### config.mk
export PLATFORM = sky130hd
export DESIGN_NAME = cps_core_regs
export DESIGN_NICKNAME = d
export VERILOG_FILES = /design/src/common/cps_pkg.sv /design/src/cps_core_regs.sv /design/src/cps_bank_map.sv
export SDC_FILE = /design/constraint.sdc
export NUM_CORES = 1
export LEC_CHECK = 0
export BUFFER_PORTS_ARGS = -buffer_cell sky130_fd_sc_hd__buf_2
export CAP_MARGIN = 20
export CORE_AREA = 2 2 85 87
export CTS_CLUSTER_DIAMETER = 50
export DETAILED_ROUTE_END_ITERATION = 8
export DIE_AREA = 0 0 87 89
export PLACE_DENSITY = 0.84
export SYNTH_ARGS = -nofsm -noshare
export SYNTH_HDL_FRONTEND = slang
export SYNTH_HIERARCHICAL = 1
export SYNTH_SLANG_ARGS = --single-unit
### constraint.sdc
create_clock -name core_clk_i -period 1.66 [get_ports core_clk_i]
set_input_delay 0.332 -clock core_clk_i [delete_from_list [all_inputs] [get_ports core_clk_i]]
set_output_delay 0.332 -clock core_clk_i [all_outputs]
set_load 0.02 [all_outputs]
### src/common/cps_pkg.sv
package cps_pkg;

  // special function register addresses
  localparam logic [7:0] SFR_ADDR_STACK = 8'h81;
  localparam logic [7:0] SFR_ADDR_DATA_POINTER_LO = 8'h82;
  localparam logic [7:0] SFR_ADDR_DATA_POINTER_HI = 8'h83;
  localparam logic [7:0] SFR_ADDR_PSW = 8'hd0;
  localparam logic [7:0] SFR_ADDR_ACC = 8'he0;

  // reset values
  localparam logic [7:0] STACK_RESET = 8'h07;
  localparam logic [7:0] DATA_POINTER_LO_RESET = 8'h00;
  localparam logic [7:0] DATA_POINTER_HI_RESET = 8'h00;
  localparam logic [7:0] PSW_RESET = 8'h00;
  localparam logic [7:0] ACC_RESET = 8'h00;

  // status word field positions
  localparam int PSW_CARRY_BIT = 7;
  localparam int PSW_HALF_BIT = 6;
  localparam int PSW_USER_A_BIT = 5;
  localparam int PSW_BANK_HI_BIT = 4;
  localparam int PSW_BANK_LO_BIT = 3;
  localparam int PSW_OVF_BIT = 2;
  localparam int PSW_USER_B_BIT = 1;
  localparam int PSW_PARITY_BIT = 0;

  // bank base is bank code times eight bytes
  localparam int BANK_SHIFT = 3;
  localparam logic [7:0] STACK_STEP = 8'h01;

  // arithmetic flag update from the alu
  typedef struct packed {
    logic upd;
    logic carry;
    logic half;
    logic ovf;
  } cps_alu_flags_t;

  // sfr access port
  typedef struct packed {
    logic wr;
    logic rd;
    logic [7:0] addr;
    logic [7:0] wdata;
  } cps_sfr_req_t;

  // core side pointer commands and accumulator load
  typedef struct packed {
    logic push;
    logic pop;
    logic acc_wr;
    logic [7:0] acc_data;
  } cps_core_cmd_t;

endpackage : cps_pkg

### src/cps_core_regs.sv
`timescale 1ns/1ps
module cps_core_regs (
  input wire logic core_clk_i,
  input wire logic rst_i,
  input wire cps_pkg::cps_sfr_req_t sfr_req_i,
  input wire cps_pkg::cps_alu_flags_t alu_flags_i,
  input wire cps_pkg::cps_core_cmd_t core_cmd_i,
  input wire logic [2:0] reg_idx_i,
  output logic [7:0] sfr_rdata_o,
  output logic sfr_hit_o,
  output logic [7:0] stack_top_pointer_o,
  output logic [15:0] data_pointer_o,
  output logic [7:0] program_status_word_o,
  output logic [7:0] accumulator_o,
  output logic [7:0] bank_reg_addr_o
);

  typedef struct packed {
    logic [7:0] stack_top_pointer;
    logic [7:0] data_pointer_low;
    logic [7:0] data_pointer_high;
    logic carry_flag;
    logic half_carry_flag;
    logic user_flag_a;
    logic bank_select_high;
    logic bank_select_low;
    logic overflow_flag;
    logic user_flag_b;
    logic parity_flag;
    logic [7:0] accumulator;
    logic [7:0] rdata;
    logic hit;
    logic [7:0] bank_addr;
  } cps_state_t;

  cps_state_t state_q;
  cps_state_t state_d;
  logic [7:0] bank_addr_w;
  logic [7:0] psw_w;
  // register selects decoded once and shared by the write and read paths
  logic sel_stack_w;
  logic sel_data_pointer_lo_w;
  logic sel_data_pointer_hi_w;
  logic sel_psw_w;
  logic sel_acc_w;
  // accumulator value for the next edge and the running xor over it
  logic [7:0] acc_next_w;
  logic [7:0] par_chain_w;

  // bank address from the current (registered) bank bits
  cps_bank_map u_bank_map (
    .bank_i({state_q.bank_select_high, state_q.bank_select_low}),
    .reg_idx_i(reg_idx_i),
    .ram_addr_o(bank_addr_w)
  );

  // address decode; reserved and foreign locations select nothing
  always_comb
  begin
    sel_stack_w = 1'b0;
    sel_data_pointer_lo_w = 1'b0;
    sel_data_pointer_hi_w = 1'b0;
    sel_psw_w = 1'b0;
    sel_acc_w = 1'b0;
    unique case (sfr_req_i.addr)
      cps_pkg::SFR_ADDR_STACK: sel_stack_w = 1'b1;
      cps_pkg::SFR_ADDR_DATA_POINTER_LO: sel_data_pointer_lo_w = 1'b1;
      cps_pkg::SFR_ADDR_DATA_POINTER_HI: sel_data_pointer_hi_w = 1'b1;
      cps_pkg::SFR_ADDR_PSW: sel_psw_w = 1'b1;
      cps_pkg::SFR_ADDR_ACC: sel_acc_w = 1'b1;
      default: ;
    endcase
  end

  // accumulator the next edge will store; an sfr write beats the core load
  always_comb
  begin
    acc_next_w = state_q.accumulator;
    if (core_cmd_i.acc_wr)
    begin
      acc_next_w = core_cmd_i.acc_data;
    end
    if (sfr_req_i.wr && sel_acc_w)
    begin
      acc_next_w = sfr_req_i.wdata;
    end
  end

  // parity of the next accumulator, one xor stage per bit; stored beside the
  // accumulator so the status output is a flop yet never lags the accumulator
  generate
    for (genvar i = 0; i < $bits(acc_next_w); i++)
    begin : g_parity
      if (i == 0)
      begin : g_first
        assign par_chain_w[i] = acc_next_w[i];
      end
      else
      begin : g_rest
        assign par_chain_w[i] = par_chain_w[i - 1] ^ acc_next_w[i];
      end
    end
  endgenerate

  // status word as software reads it; every bit is a flop, positions from the package
  always_comb
  begin
    psw_w = '0;
    psw_w[cps_pkg::PSW_CARRY_BIT] = state_q.carry_flag;
    psw_w[cps_pkg::PSW_HALF_BIT] = state_q.half_carry_flag;
    psw_w[cps_pkg::PSW_USER_A_BIT] = state_q.user_flag_a;
    psw_w[cps_pkg::PSW_BANK_HI_BIT] = state_q.bank_select_high;
    psw_w[cps_pkg::PSW_BANK_LO_BIT] = state_q.bank_select_low;
    psw_w[cps_pkg::PSW_OVF_BIT] = state_q.overflow_flag;
    psw_w[cps_pkg::PSW_USER_B_BIT] = state_q.user_flag_b;
    psw_w[cps_pkg::PSW_PARITY_BIT] = state_q.parity_flag;
  end

  // next state; sfr writes take priority over core updates of the same register
  always_comb
  begin
    state_d = state_q;
    // stack: push pre-increments, pop post-decrements
    if (core_cmd_i.push)
    begin
      state_d.stack_top_pointer = state_q.stack_top_pointer + cps_pkg::STACK_STEP;
    end
    else if (core_cmd_i.pop)
    begin
      state_d.stack_top_pointer = state_q.stack_top_pointer - cps_pkg::STACK_STEP;
    end
    // accumulator and its parity always move together
    state_d.accumulator = acc_next_w;
    state_d.parity_flag = par_chain_w[$bits(acc_next_w) - 1];
    // arithmetic sets or clears all three flags; user flags untouched
    if (alu_flags_i.upd)
    begin
      state_d.carry_flag = alu_flags_i.carry;
      state_d.half_carry_flag = alu_flags_i.half;
      state_d.overflow_flag = alu_flags_i.ovf;
    end
    // software writes come last so they win over push, pop and the alu
    if (sfr_req_i.wr)
    begin
      if (sel_stack_w)
      begin
        state_d.stack_top_pointer = sfr_req_i.wdata;
      end
      if (sel_data_pointer_lo_w)
      begin
        state_d.data_pointer_low = sfr_req_i.wdata;
      end
      if (sel_data_pointer_hi_w)
      begin
        state_d.data_pointer_high = sfr_req_i.wdata;
      end
      if (sel_psw_w)
      begin
        // parity bit ignored on write: it only ever follows the accumulator
        state_d.carry_flag = sfr_req_i.wdata[cps_pkg::PSW_CARRY_BIT];
        state_d.half_carry_flag = sfr_req_i.wdata[cps_pkg::PSW_HALF_BIT];
        state_d.user_flag_a = sfr_req_i.wdata[cps_pkg::PSW_USER_A_BIT];
        state_d.bank_select_high = sfr_req_i.wdata[cps_pkg::PSW_BANK_HI_BIT];
        state_d.bank_select_low = sfr_req_i.wdata[cps_pkg::PSW_BANK_LO_BIT];
        state_d.overflow_flag = sfr_req_i.wdata[cps_pkg::PSW_OVF_BIT];
        state_d.user_flag_b = sfr_req_i.wdata[cps_pkg::PSW_USER_B_BIT];
      end
    end
    // read data registered; unmapped addresses read zero and hit low
    state_d.rdata = '0;
    state_d.hit = 1'b0;
    if (sfr_req_i.rd)
    begin
      state_d.hit = sel_stack_w | sel_data_pointer_lo_w | sel_data_pointer_hi_w | sel_psw_w | sel_acc_w;
      if (sel_stack_w)
      begin
        state_d.rdata = state_q.stack_top_pointer;
      end
      if (sel_data_pointer_lo_w)
      begin
        state_d.rdata = state_q.data_pointer_low;
      end
      if (sel_data_pointer_hi_w)
      begin
        state_d.rdata = state_q.data_pointer_high;
      end
      if (sel_acc_w)
      begin
        state_d.rdata = state_q.accumulator;
      end
      if (sel_psw_w)
      begin
        state_d.rdata = psw_w;
      end
    end
    state_d.bank_addr = bank_addr_w;
  end

  // one register bank for all state
  always_ff @(posedge core_clk_i or posedge rst_i)
  begin
    if (rst_i)
    begin
      state_q <= '0;
      state_q.stack_top_pointer <= cps_pkg::STACK_RESET;
      state_q.data_pointer_low <= cps_pkg::DATA_POINTER_LO_RESET;
      state_q.data_pointer_high <= cps_pkg::DATA_POINTER_HI_RESET;
      state_q.carry_flag <= cps_pkg::PSW_RESET[cps_pkg::PSW_CARRY_BIT];
      state_q.half_carry_flag <= cps_pkg::PSW_RESET[cps_pkg::PSW_HALF_BIT];
      state_q.user_flag_a <= cps_pkg::PSW_RESET[cps_pkg::PSW_USER_A_BIT];
      state_q.bank_select_high <= cps_pkg::PSW_RESET[cps_pkg::PSW_BANK_HI_BIT];
      state_q.bank_select_low <= cps_pkg::PSW_RESET[cps_pkg::PSW_BANK_LO_BIT];
      state_q.overflow_flag <= cps_pkg::PSW_RESET[cps_pkg::PSW_OVF_BIT];
      state_q.user_flag_b <= cps_pkg::PSW_RESET[cps_pkg::PSW_USER_B_BIT];
      // parity of a cleared accumulator is even
      state_q.parity_flag <= cps_pkg::PSW_RESET[cps_pkg::PSW_PARITY_BIT];
      state_q.accumulator <= cps_pkg::ACC_RESET;
    end
    else
    begin
      state_q <= state_d;
    end
  end

  // outputs straight from flops; the status word is only a regrouping of flops
  assign sfr_rdata_o = state_q.rdata;
  assign sfr_hit_o = state_q.hit;
  assign stack_top_pointer_o = state_q.stack_top_pointer;
  assign data_pointer_o = {state_q.data_pointer_high, state_q.data_pointer_low};
  assign program_status_word_o = psw_w;
  assign accumulator_o = state_q.accumulator;
  assign bank_reg_addr_o = state_q.bank_addr;

endmodule : cps_core_regs

### src/cps_bank_map.sv
`timescale 1ns/1ps
// maps a working register index onto internal ram by bank
module cps_bank_map (
  input wire logic [1:0] bank_i,
  input wire logic [2:0] reg_idx_i,
  output logic [7:0] ram_addr_o
);

  // base = bank * 8, registers ascend from the base
  always_comb
  begin
    ram_addr_o = {3'h0, bank_i, reg_idx_i};
  end

endmodule : cps_bank_map

# Word-level counts from Yosys, hierarchy flattened
# Cells that the tools add are included.
dict set report word_totals {
  out_inout_bits 57
  register_bits 54
  word_cells 59
}
dict set report classes {
  n_eq_ne 5
  reduce_logical 4
  n_addsub 2
  bitwise_logic 11
  muxes 22
}
# operator count
set op_table {}
lappend op_table {{$mux 8} 12}
lappend op_table {{$eq 8x8->1 const B} 5}
lappend op_table {{$mux 31} 1}
lappend op_table {{$mux 9} 1}
lappend op_table {{$add 8x1->8 const B} 1}
lappend op_table {{$sub 8x1->8 const B} 1}
lappend op_table {{$mux 7} 1}
lappend op_table {{$xor 1x1->1} 7}
lappend op_table {{$mux 1} 6}
lappend op_table {{$reduce_and 2->1} 3}
lappend op_table {{$or 1x1->1} 4}
lappend op_table {{$mux 2} 1}
lappend op_table {{$logic_and 1x1->1} 1}

# Depth between registers and ports, before layout
dict set report logic_depth {
  depth_word 11
  ltp_mapped 7
  depth_no_buf 7
}

# Modules after synthesis
# The synthesis kept the hierarchy.
# module seq_area_each_um2 cells_per_inst area_each_um2 n_inst
set modules_own_cells {}
lappend modules_own_cells {cps_core_regs 1430.1 267 2990.4 1}
lappend modules_own_cells {cps_bank_map 0.0 9 63.8 1}

# Worst setup path after synthesis
# Ideal clock, no wire load.
dict set report synth_path {
  kind {register -> register}
  start {reg state_q (netlist bit stack_top_pointer_o[2])}
  end {reg state_q (netlist bit stack_top_pointer_o[7])}
  path_slack_ns -0.138
  setup_ns 0.125
  required_time_ns 1.535
  arrival_time_ns 1.673
  stages_incl_launch_ff 6
  period_less_slack_ns 1.798
  path_buffers 0
  path_cell_list {dfstp_2 > or4b_1 > nor4_1 > a21oi_1 > xnor2_1 > mux2_2}
}
# element line_no
set synth_lines {}
lappend synth_lines {{start, declared} cps_core_regs.sv:36} ;# cps_state_t state_q;
lappend synth_lines {{start signal, assigned} cps_core_regs.sv:221} ;# state_q <= state_d;

==> results.yml <==
run_status:
  status: "complete, but fails checks"
  violations: "setup timing"
critical_path:
  crit_arrival_ns: 1.99
  cp-end-kind: "flop"
  cp_slowest_cell: "or4b_4"
  path_buf_inv: 0
  crit-reg2reg-launch: "stack_top_pointer_o[0]"
  crit_chain: "or4b_4 > nor4_4 > a21oi_2 > xnor2_1 > mux2_4"
  startpoint: "stack_top_pointer_o[0]"
  start_kind: "flop"
  path_max_fanout: 4
  crit_family: "simple AND/OR/NAND/NOR gates"
  crit_type: "flop to flop"
  crit_required_ns: 1.88
  critPathMaxStageDelay_ns: 0.54
layout:
  layout-drive-gt1-share: 0.494
  num-fill-cells: 540
  fin_nets: 442
  layout_commonest_cell: "buf_2"
  final_cell_mix: "buf_2 (94), dfrtp_1 (54), buf_4 (35), nand2_1 (27), mux2_2 (24)"
  diodes: 0
  synthToLayoutAreaGrowth_pct: 35.5
  final_util: 0.616
power_and_ir_drop:
  powerDensity_nw_per_um2: 1130
  total_power_mw: 4.67
  ir_worst_vdd_mv: 0.825
  power_leakage_nw: 2.14
floorplanning:
  fp.dieArea_um2: 7740
  die_x_um: 87
  fp-row-count: 30
  initial_utilization: 0.455
  ios: 95
  coreArea_um2: 6720
  die_height_um: 89
logic_synthesis:
  synth.area.top_cells: "dfrtp_1 (44%), mux2_2 (10%), mux2i_1 (6.9%), xnor2_1 (4.0%), nand2_1 (3.3%)"
  yosysSeqAreaShare: 0.468
  avgSynthCellArea_um2: 11.1
  netlist_area_um2: 3050
  synthArstFlopShare: 1.00
  synth-seq-cells: 57
  yosysTopAreaCell: "dfrtp_1"
  yosys_most_used_dff: "dfrtp_1"
  synth_cells: 276
  yosysUniqueCellTypes: 46
  yosys_warnings: 6
  synth_edf_count: 0
  synth_top_area_frac: 0.442
routing:
  ant_nets: 0
  num_vias: 2702
  first_pass_iters: 7
  drc: 0
  wire_per_inst_um: 17.6
  vias_per_cell: 5.55
  dr.first_iter.drc_count: 261
  drt-total-wl_um: 8560
timing:
  skew_ns: 0.00953
  period_share: 1.06
  setup_ws_ns: -0.107
  finalSetupViolCount: 4
  final_max_slew_viol_count: 0
  rsz0062_at_grt: "yes"
  max_clock_freq_mhz: 566
  period_needed_ns: 1.77
  hold_violations: 0
global_route:
  grt_pass1_wl_um: 13000
  grt_pass1_vias: 2661
  gr-usage-all-layers: 0.221
  grt_start_max_net_pins: 19
  grt_overflow_total: 0
  grt_antenna_before_repair: 0
placement:
  dpl.hpwl_um: 6330
  place_ws_ns: -0.169
  port_buffers: 94
  gp_congestion: 0.939
worst_hold_path:
  hp-class: "input port to flop"
  hp-start: "reg_idx_i[2]"
clock_tree:
  clockBufferDepth: 2
  clkTransAtPathRegs_ns: 0.07
  clock_latency_ns: 0.34
  cts_tree: "built"
  cts_root_buf: "clkbuf_8"
  cts_max_level: 3
  cts.sinks: 57
  cts_made_buffers: 9
run:
  cap_violations: 0
## through the flow
| step | cell area [um^2] | hold slack, ns | setup TNS, ns | std cells |
|---|---|---|---|---|
| final | 4140 | 0.0925 | -0.305 | 487 |
| after floorplan | 3100 | 0.418 | -0.450 | 278 |
| after global routing | 4140 | 0.0708 | -0.521 | 487 |
| after CTS | 4060 | 0.0768 | -0.190 | 485 |
| after detailed placement | 3830 | 0.328 | -2.99 | 468 |
| after global placement | 3830 | 0.327 | -1.32 | 468 |
## repair_timing
action,4_1_cts,5_1_grt
hold buffers,1,0
resized for setup,6,14
buffers inserted,0,2
setup endpoints to repair,4,5
pin swaps,0,2
hold endpoints to repair,10,0
## state kept, by name (all words and copies together) (netlist names)
| register | flops |
|---|---|
| accumulator_o | 8 |
| data_pointer_o | 16 |
| sfr_hit_o | 1 |
| sfr_rdata_o | 8 |
| program_status_word_o | 8 |
| bank_reg_addr_o | 8 |
| stack_top_pointer_o | 8 |
## cells by family after synthesis
logic type | after synthesis | synth area share
AND/OR/NAND/NOR | 74 | 0.131
flip-flops | 57 | 0.468
multiplexers | 53 | 0.192
AO/OA/AOI/OAI | 45 | 0.0946
XOR/XNOR | 22 | 0.0631
buffers and inverters | 22 | 0.0418
adder cells (fa/ha/maj) | 2 | 0.00819
other | 1 | 0.00123
## path summary, 6_finish.rpt
| path | endpoint | slack, ns | depth (start not counted) |
|---|---|---|---|
| setup / recovery | stack_top_pointer_o[7] | -0.11 | 5 |
| hold / removal | bank_reg_addr_o[2] | 0.09 | 1 |
| setup reg to reg | stack_top_pointer_o[7] | -0.11 | 5 |
| hold reg to reg | bank_reg_addr_o[3] | 0.44 | 0 |
| max in group asynchronous | sfr_rdata_o[1] | 0.61 | 4 |
| min in group asynchronous | stack_top_pointer_o[5] | 0.52 | 3 |
## where the power goes
group | switching (mW) | internal [mW] | leakage [nW]
clock | 0.564 | 0.731 | 0.0993
combinational | 0.784 | 0.747 | 1.30
sequential | 0.249 | 1.59 | 0.731
total | 1.60 | 3.07 | 2.14
## cells in the mapped netlist, drive strengths merged (2+ instances only)
cell    instances
clkbuf          4
ha              2
mux2           32
nor2b           2
nand2b          2
buf            15
dfrtp          54
a21oi          13
a21boi          7
xnor2          14
dfstp           3
xor2            8
nor3            3
mux2i          21
a32o            5
and3            2
inv             3
nand2          28
a221oi          2
nor3b           4
nand3b          2
o21ai          13
nand4           2
nor2           18
or3b            2
nand3           3
## worst reg2reg max path, cell delays in order, from the launching register on
cell and delay, ns:
dfstp_2 0.39, or4b_4 0.54, nor4_4 0.20, a21oi_2 0.11
xnor2_1 0.15, mux2_4 0.26
## metal layers
| metal | wire [um] | vias to the layer above | part of all wire | GRT usage |
|---|---|---|---|---|
| li1 | - | 1212 | - | - |
| met1 | 3520 | 1332 | 0.41 | 0.274 |
| met2 | 4050 | 135 | 0.47 | 0.355 |
| met3 | 760 | 23 | 0.089 | 0.0785 |
| met4 | 240 | 0 | 0.028 | 0.0852 |
| met5 | 0 | - | 0 | 0 |
## layout make-up
cell class              count  area, um^2  share of cell area
well taps                  80         100              0.0242
clock inverters             5        56.3              0.0136
multi-input cells         199        1610               0.389
flip-flops and latches     57        1430               0.346
inverters                   3        15.0             0.00363
clock buffers              11         141              0.0342
repair buffers            132         783               0.189
No activity file was read; power rests on OpenSTA's default activity.
